===== src/rrso_pkg.sv =====
// Constants, opcode patterns and types for the return/rotate/subtract execution block.
// Assumes a 14-bit instruction word presented one per instruction cycle by the core.
package rrso_pkg;
   localparam int RRSO_INSN_W = 14;
   localparam int RRSO_DATA_W = 8;
   localparam int RRSO_FADDR_W = 7;
   localparam int RRSO_PC_W = 13;
   localparam int RRSO_DEST_BIT = 7;
   // Opcode match values on the upper instruction bits; plain return matches the whole word
   localparam logic [3:0] RRSO_RETLIT_TOP4 = 4'hd;
   localparam logic [4:0] RRSO_LITSUB_TOP5 = 5'h1e;
   localparam logic [5:0] RRSO_ROTL_TOP6 = 6'h0d;
   localparam logic [5:0] RRSO_ROTR_TOP6 = 6'h0c;
   localparam logic [13:0] RRSO_RETURN_WORD = 14'h0008;
   // Reset values
   localparam logic [7:0] RRSO_ACC_RST = 8'h00;
   localparam logic [RRSO_PC_W-1:0] RRSO_PC_RST = 13'h0000;
   localparam logic [2:0] RRSO_ZERO3 = 3'h0;
   typedef enum logic [1:0] {
      RRSO_ST_IDLE = 2'b00,
      RRSO_ST_FLUSH = 2'b01
   } rrso_state_e;
   typedef enum logic [2:0] {
      RRSO_OP_NONE = 3'b000,
      RRSO_OP_RETLIT = 3'b001,
      RRSO_OP_RETURN = 3'b010,
      RRSO_OP_ROTL = 3'b011,
      RRSO_OP_ROTR = 3'b100,
      RRSO_OP_LITSUB = 3'b101
   } rrso_op_e;
endpackage

===== src/rrso_decode.sv =====
// Opcode classifier for the return/rotate/subtract group.
// Assumes a stable instruction word; purely combinational.
`timescale 1ns/10ps
`default_nettype none
module rrso_decode
   import rrso_pkg::*;
(
   input wire logic [RRSO_INSN_W-1:0] insn,
   output rrso_op_e op
);
   always_comb begin
      if (insn == RRSO_RETURN_WORD) begin
         op = RRSO_OP_RETURN;
      end else if (insn[13:10] == RRSO_RETLIT_TOP4) begin
         op = RRSO_OP_RETLIT;
      end else if (insn[13:9] == RRSO_LITSUB_TOP5) begin
         op = RRSO_OP_LITSUB;
      end else if (insn[13:8] == RRSO_ROTL_TOP6) begin
         op = RRSO_OP_ROTL;
      end else if (insn[13:8] == RRSO_ROTR_TOP6) begin
         op = RRSO_OP_ROTR;
      end else begin
         op = RRSO_OP_NONE;
      end
   end
endmodule
`default_nettype wire


===== src/rrso_exec.sv =====
// Execution unit for literal return, plain return, rotates through carry and literal subtract.
// Assumes the core supplies register read data combinationally for insn's address,
// the stack top entry, and holds fetch while busy is high.
`timescale 1ns/10ps
`default_nettype none
module rrso_exec
   import rrso_pkg::*;
(
   input wire logic mclk,
   input wire logic sys_rst,
   input wire logic insn_valid,
   input wire logic [RRSO_INSN_W-1:0] insn,
   input wire logic [RRSO_DATA_W-1:0] file_rdata,
   input wire logic [RRSO_PC_W-1:0] stack_top_entry,
   input wire logic carry_in,
   output logic [RRSO_DATA_W-1:0] acc_reg,
   output logic carry_reg,
   output logic nibble_carry_flag_reg,
   output logic zero_reg,
   output logic flags_we_reg,
   output logic [2:0] flags_mask_reg,
   output logic [RRSO_FADDR_W-1:0] file_addr_reg,
   output logic [RRSO_DATA_W-1:0] file_wdata_reg,
   output logic file_we_reg,
   output logic acc_we_reg,
   output logic stack_pop_reg,
   output logic pc_load_reg,
   output logic [RRSO_PC_W-1:0] pc_value_reg,
   output logic busy_reg,
   output logic done_reg
);
   rrso_op_e op;
   rrso_state_e state_reg;
   rrso_state_e state_next;
   logic issue;
   logic is_return;
   logic dest_file;
   logic [7:0] lit;
   logic [7:0] rot_l;
   logic [7:0] rot_r;
   logic [8:0] diff;
   logic [4:0] ndiff;

   rrso_decode u_decode (
      .insn(insn),
      .op(op)
   );

   // Flush cycle refuses whatever is offered
   assign issue = insn_valid && (state_reg == RRSO_ST_IDLE);
   // Both return kinds pop and need the flush cycle
   assign is_return = (op == RRSO_OP_RETLIT) || (op == RRSO_OP_RETURN);
   assign lit = insn[7:0];
   assign dest_file = insn[RRSO_DEST_BIT];
   assign rot_l = {file_rdata[6:0], carry_in};
   assign rot_r = {carry_in, file_rdata[7:1]};
   assign diff = {1'b0, lit} + {1'b0, ~acc_reg} + 9'h001;
   assign ndiff = {1'b0, lit[3:0]} + {1'b0, ~acc_reg[3:0]} + 5'h01;

   // second cycle of a return is a flush
   always_comb begin
      case (state_reg)
         RRSO_ST_IDLE: begin
            if (issue && is_return) begin
               state_next = RRSO_ST_FLUSH;
            end else begin
               state_next = RRSO_ST_IDLE;
            end
         end
         RRSO_ST_FLUSH: state_next = RRSO_ST_IDLE;
         default: state_next = RRSO_ST_IDLE;
      endcase
   end

   always_ff @(posedge mclk) begin
      if (sys_rst) begin
         state_reg <= RRSO_ST_IDLE;
      end else begin
         state_reg <= state_next;
      end
   end

   // Busy is high only in the flush cycle so the core stalls fetch
   always_ff @(posedge mclk) begin
      if (sys_rst) begin
         busy_reg <= 1'b0;
         done_reg <= 1'b0;
      end else begin
         busy_reg <= (state_next == RRSO_ST_FLUSH);
         done_reg <= (issue && op != RRSO_OP_NONE && state_next == RRSO_ST_IDLE)
            || (state_reg == RRSO_ST_FLUSH);
      end
   end

   // Accumulator writes
   always_ff @(posedge mclk) begin
      if (sys_rst) begin
         acc_reg <= RRSO_ACC_RST;
         acc_we_reg <= 1'b0;
      end else begin
         acc_we_reg <= 1'b0;
         if (issue) begin
            case (op)
               RRSO_OP_RETLIT: begin
                  acc_reg <= lit;
                  acc_we_reg <= 1'b1;
               end
               RRSO_OP_ROTL: begin
                  if (!dest_file) begin
                     acc_reg <= rot_l;
                     acc_we_reg <= 1'b1;
                  end
               end
               RRSO_OP_ROTR: begin
                  if (!dest_file) begin
                     acc_reg <= rot_r;
                     acc_we_reg <= 1'b1;
                  end
               end
               RRSO_OP_LITSUB: begin
                  acc_reg <= diff[7:0];
                  acc_we_reg <= 1'b1;
               end
               default: begin
                  acc_we_reg <= 1'b0;
               end
            endcase
         end
      end
   end

   // Register file write-back
   always_ff @(posedge mclk) begin
      if (sys_rst) begin
         file_addr_reg <= 7'h00;
         file_wdata_reg <= 8'h00;
         file_we_reg <= 1'b0;
      end else begin
         file_we_reg <= 1'b0;
         // 7-bit address field below destination bit
         // Address tracks insn freely; only the strobe qualifies it
         file_addr_reg <= insn[RRSO_FADDR_W-1:0];
         if (issue && dest_file && op == RRSO_OP_ROTL) begin
            file_wdata_reg <= rot_l;
            file_we_reg <= 1'b1;
         end else if (issue && dest_file && op == RRSO_OP_ROTR) begin
            file_wdata_reg <= rot_r;
            file_we_reg <= 1'b1;
         end
      end
   end

   // Status flags; mask bit0 carry, bit1 nibble carry, bit2 zero
   // Values hold between updates; core merges them by mask
   always_ff @(posedge mclk) begin
      if (sys_rst) begin
         carry_reg <= 1'b0;
         nibble_carry_flag_reg <= 1'b0;
         zero_reg <= 1'b0;
         flags_we_reg <= 1'b0;
         flags_mask_reg <= RRSO_ZERO3;
      end else begin
         flags_we_reg <= 1'b0;
         flags_mask_reg <= RRSO_ZERO3;
         if (issue) begin
            case (op)
               RRSO_OP_ROTL: begin
                  carry_reg <= file_rdata[7];
                  flags_we_reg <= 1'b1;
                  flags_mask_reg <= 3'h1;
               end
               RRSO_OP_ROTR: begin
                  carry_reg <= file_rdata[0];
                  flags_we_reg <= 1'b1;
                  flags_mask_reg <= 3'h1;
               end
               RRSO_OP_LITSUB: begin
                  carry_reg <= diff[8];
                  nibble_carry_flag_reg <= ndiff[4];
                  zero_reg <= (diff[7:0] == 8'h00);
                  flags_we_reg <= 1'b1;
                  flags_mask_reg <= 3'h7;
               end
               default: begin
                  flags_we_reg <= 1'b0;
               end
            endcase
         end
      end
   end

   // plain return does the same, no flags
   always_ff @(posedge mclk) begin
      if (sys_rst) begin
         stack_pop_reg <= 1'b0;
         pc_load_reg <= 1'b0;
         pc_value_reg <= RRSO_PC_RST;
      end else begin
         stack_pop_reg <= 1'b0;
         pc_load_reg <= 1'b0;
         // Stack top taken at the issue edge, not in the flush
         if (issue && is_return) begin
            stack_pop_reg <= 1'b1;
            pc_load_reg <= 1'b1;
            pc_value_reg <= stack_top_entry;
         end
      end
   end
endmodule
`default_nettype wire


===== config.mk =====
export PLATFORM = sky130hd
export DESIGN_NAME = rrso_exec
export DESIGN_NICKNAME = d
export VERILOG_FILES = /design/src/rrso_pkg.sv /design/src/rrso_decode.sv /design/src/rrso_exec.sv
export SDC_FILE = /design/constraint.sdc
export NUM_CORES = 1
export LEC_CHECK = 0
export BUFFER_PORTS_ARGS = -buffer_cell sky130_fd_sc_hd__buf_2
export CAP_MARGIN = 5
export CORE_ASPECT_RATIO = 0.9
export CORE_UTILIZATION = 45
export CTS_CLUSTER_SIZE = 16
export DETAILED_ROUTE_END_ITERATION = 12
export GPL_TIMING_DRIVEN = 0
export MAX_ROUTING_LAYER = met4
export PLACE_DENSITY = 0.73
export SETUP_SLACK_MARGIN = 0.3
export SYNTH_ARGS = -nofsm -noshare
export SYNTH_HDL_FRONTEND = slang
export SYNTH_HIERARCHICAL = 1
export SYNTH_SLANG_ARGS = --single-unit
export TNS_END_PERCENT = 50

===== constraint.sdc =====
create_clock -name mclk -period 2.9 [get_ports mclk]
set_input_delay 0.58 -clock mclk [delete_from_list [all_inputs] [get_ports mclk]]
set_output_delay 0.58 -clock mclk [all_outputs]
set_load 0.05 [all_outputs]

==> results.sh <==
export IMPL_cts_resized=0
export IMPL_detail_route_antenna_nets=0
export IMPL_synth_seq_area_share_pct=36.73
export IMPL_arrival_ns=2.56
export IMPL_grt_pass1_wl_um=10530
export IMPL_slew_violations=0
export IMPL_hold_buffers=0
export IMPL_min_period_ns=2.393
export IMPL_combPwrFrac_pct=20.6
export IMPL_worst_r2r_setup_slack_ns=0.68
export IMPL_p_leak_nw=1.505
export IMPL_antenna_found_initial=0
export IMPL_tns_ns=0
export IMPL_drt_iter0_markers=113
export IMPL_maxCapViolCount=0
export IMPL_firstDrtPassIters=4
export IMPL_crit_slowest_cell="fa_1"
export IMPL_postCtsSetupBuffers=0
export IMPL_synth_seq_cells=46
export IMPL_path_clk_slew_ns=0.09
export IMPL_cp_end_kind="flop"
export IMPL_ir_worst_vdd_mv=0.2412
export IMPL_port_buffers=86
export IMPL_final_cells=458
export IMPL_die_h_um=72.82
export IMPL_clock_latency_ns=0.31
export IMPL_finalSetupViolations=0
export IMPL_timing_slew_headroom_pct=58.81
export IMPL_grt_pass1_vias=2201
export IMPL_diodes=0
export IMPL_fin_skew_ns=0.01013
export IMPL_grt_max_degree=17
export IMPL_yosys_warnings=6
export IMPL_async_reset_ff_share_pct=0
export IMPL_cp_start_kind="input pin"
export IMPL_fp_dieW_um=80.69
export IMPL_gr_total_overflow=0
export IMPL_rsz0062_at_grt="false"
export IMPL_syn_area_sq_um=2507
export IMPL_hold_depth=2
export IMPL_nets=439
export IMPL_switching_share_pct=31.81
export IMPL_cts_buffer_depth=2
export IMPL_cts_buffers=5
export IMPL_hold_viol=0
export IMPL_drc_errors=0
export IMPL_clkPwrFrac_pct=30.5
export IMPL_rows=25
export IMPL_min_to="file_wdata_reg[2]"
export IMPL_syn_inst=297
export IMPL_fmax_ghz=0.4179
export IMPL_dp_hpwl_um=5147
export IMPL_synth_area_per_cell_sq_um=8.442
export IMPL_vias_per_cell=5.382
export IMPL_hp_class="flop to flop"
export IMPL_start_util_pct=47.15
export IMPL_root_buffer="clkbuf_8"
export IMPL_fill_cells=512
export IMPL_status="completed"
export IMPL_cts_sinks=46
export IMPL_dp_cells=450
export IMPL_ys_types=56
export IMPL_synthToLayoutAreaGrowth_pct=24.20
export IMPL_pwr_share_seq_pct=48.9
export IMPL_r2r_cells=9
export IMPL_min_from="file_wdata_reg[2]"
export IMPL_layout_drive_gt1_share_pct=29.92
export IMPL_place_gp_congestion=0.9694
export IMPL_r2r_start="acc_reg[0]"
export IMPL_cp_common_cell="inv_1"
export IMPL_internal_power_mw=0.9138
export IMPL_coreArea_sq_um=5318
export IMPL_worstMarginPinSlew_ns=0.6156
export IMPL_synthFlopType="dfxtp_1"
export IMPL_path_class="input pin to flop"
export IMPL_io_pins=88
export IMPL_wl_per_cell_um=14.66
export IMPL_die_area_sq_um=5875
export IMPL_synth_edf_count=0
export IMPL_cp_data_required_time_ns=3.06
export IMPL_finalCritPeriodShare_pct=82.52
export IMPL_cts_tree="built"
export IMPL_critical_path_max_stage_delay_ns=0.40
export IMPL_power_switching_mw=0.4262
export IMPL_h_tree_depth=2
export IMPL_finalInstanceArea_sq_um=3114
export IMPL_grt_usage_pct=24.21
export IMPL_largest_reg_flops=13
export IMPL_p_per_area_nw_per_um2=430.3
export IMPL_r2r_end="carry_reg"
export IMPL_synth_fp_nets=346
export IMPL_vias=2465
export IMPL_worstPathMaxFanout=4
export IMPL_placed_area_sq_um=3022
export IMPL_cp_cell_sequence="buf_2 > inv_1 > ha_1 > inv_1 > fa_1 > a21o_1 > a221oi_2 > o21bai_1 > a21oi_1 > o21ai_0 > nor3b_1"
export IMPL_drt_total_wl_um=6713
-- per-layer routing --
layer  share of wire [%]  up-vias  GRT usage, %
li1                    -     1229             -
met1                  45     1108         32.23
met2                  45      119         36.82
met3                 9.1        9         5.125
met4                 1.4        0         7.341
met5                   0        -             -
-- power by group through the flow --
| stage | registers (mW) | clock network, mW | logic (mW) |
|---|---|---|---|
| final | 0.656 | 0.408 | 0.276 |
| after global routing | 0.658 | 0.438 | 0.299 |
| after CTS | 0.656 | 0.416 | 0.274 |
| after detailed placement | 0.671 | 0 | 0.273 |
| after global placement | 0.670 | 0 | 0.271 |
| after floorplan | 0.728 | 0 | 0.126 |
-- area by class of cell --
class | instances | area, sq um | area share, %
Multi-Input combinational cell | 217 | 1423 | 45.68
Sequential cell | 46 | 920.9 | 29.57
Timing Repair Buffer | 86 | 430.4 | 13.82
Buffer | 21 | 115.1 | 3.696
Tap cell | 67 | 83.83 | 2.692
Clock buffer | 5 | 68.82 | 2.210
Inverter | 13 | 48.80 | 1.567
Clock inverter | 3 | 23.77 | 0.7634
-- cell usage after synthesis (2+ instances only) --
library cell | instances | area [sq um]
o21ai_1 | 2 | 10.01
nand2_1 | 23 | 86.33
and3_1 | 2 | 12.51
ha_1 | 9 | 112.6
nand4_1 | 2 | 12.51
xnor2_1 | 5 | 43.79
buf_1 | 4 | 15.01
nand2b_1 | 9 | 56.30
or3_1 | 3 | 18.77
xor2_1 | 2 | 17.52
nor2b_1 | 6 | 37.54
nand3b_1 | 2 | 15.01
nor3_1 | 5 | 25.02
a221oi_1 | 3 | 26.28
a32oi_1 | 7 | 61.31
mux2i_1 | 15 | 150.1
a21oi_1 | 18 | 90.09
inv_1 | 13 | 48.80
nand3_1 | 3 | 15.01
a211oi_1 | 6 | 45.04
buf_2 | 5 | 25.02
dfxtp_1 | 46 | 920.9
a31oi_1 | 2 | 12.51
a21o_1 | 5 | 37.54
buf_4 | 6 | 45.04
nor2_1 | 43 | 161.4
clkbuf_1 | 5 | 18.77
nor4_1 | 2 | 12.51
a22oi_1 | 7 | 52.55
a22o_1 | 2 | 17.52
o211ai_1 | 3 | 22.52
o21ai_0 | 8 | 40.04
-- worst max-delay path, delay by kind of cell --
kind | cells | cell delay, ns
and+or+nand+nor | 1 | 0.17
adders and majority gates | 2 | 0.57
AOI/OAI and AO/OA | 5 | 0.90
buffers and inverters | 3 | 0.32
-- cells in the final DEF, fill, tap and decap left out, types with 4 or more instances in the layout --
cell and count:
clkbuf_8 5, nand2_1 23, clkbuf_1 5, buf_2 91
a22oi_1 7, a211oi_1 6, nor3_1 5, a21o_1 5
a32oi_1 7, xnor2_1 5, inv_1 13, dfxtp_1 46
ha_1 9, o21ai_0 8, a21oi_1 18, mux2i_1 15
nor2b_1 6, nand2b_1 9, buf_4 6, buf_1 4
nor2_1 43
-- how the worst max path moves through the flow --
stage                           from                 to  cells after the start
after floorplan           acc_reg[0]         acc_reg[6]                      9
after global placement       insn[1]  file_wdata_reg[7]                     10
after detailed placement     insn[0]          carry_reg                     11
after CTS                    insn[0]          carry_reg                     11
after global routing        insn[12]         acc_reg[3]                      9
final                        insn[0]          carry_reg                     11
-- cell families (layout without fill, tap and decap cells) --
family / count (synthesis) / in the layout / synth area share (%)
and+or+nand+nor: 113 / 113 / 23.15
AOI/OAI and AO/OA: 72 / 72 / 19.86
DFF: 46 / 46 / 36.73
buffers and inverters: 34 / 128 / 6.537
muxes: 15 / 15 / 5.988
adders and majority gates: 10 / 10 / 5.290
xor gates and xnor gates: 7 / 7 / 2.445
-- through the flow --
step	total power, mW	utilization [%]	setup slack, ns	hold slack, ns
6_report	1.340	58.56	0.5070	0.4649
3_3_place_gp	0.9411	56.82	0.2619	0.4508
5_1_grt	1.395	58.56	0.3629	0.4774
2_1_floorplan	0.8542	-	0.5387	0.6777
4_1_cts	1.346	58.56	0.5749	0.4717
3_5_place_dp	0.9441	56.82	0.2728	0.4574
Power figures use the tool's default switching activity.
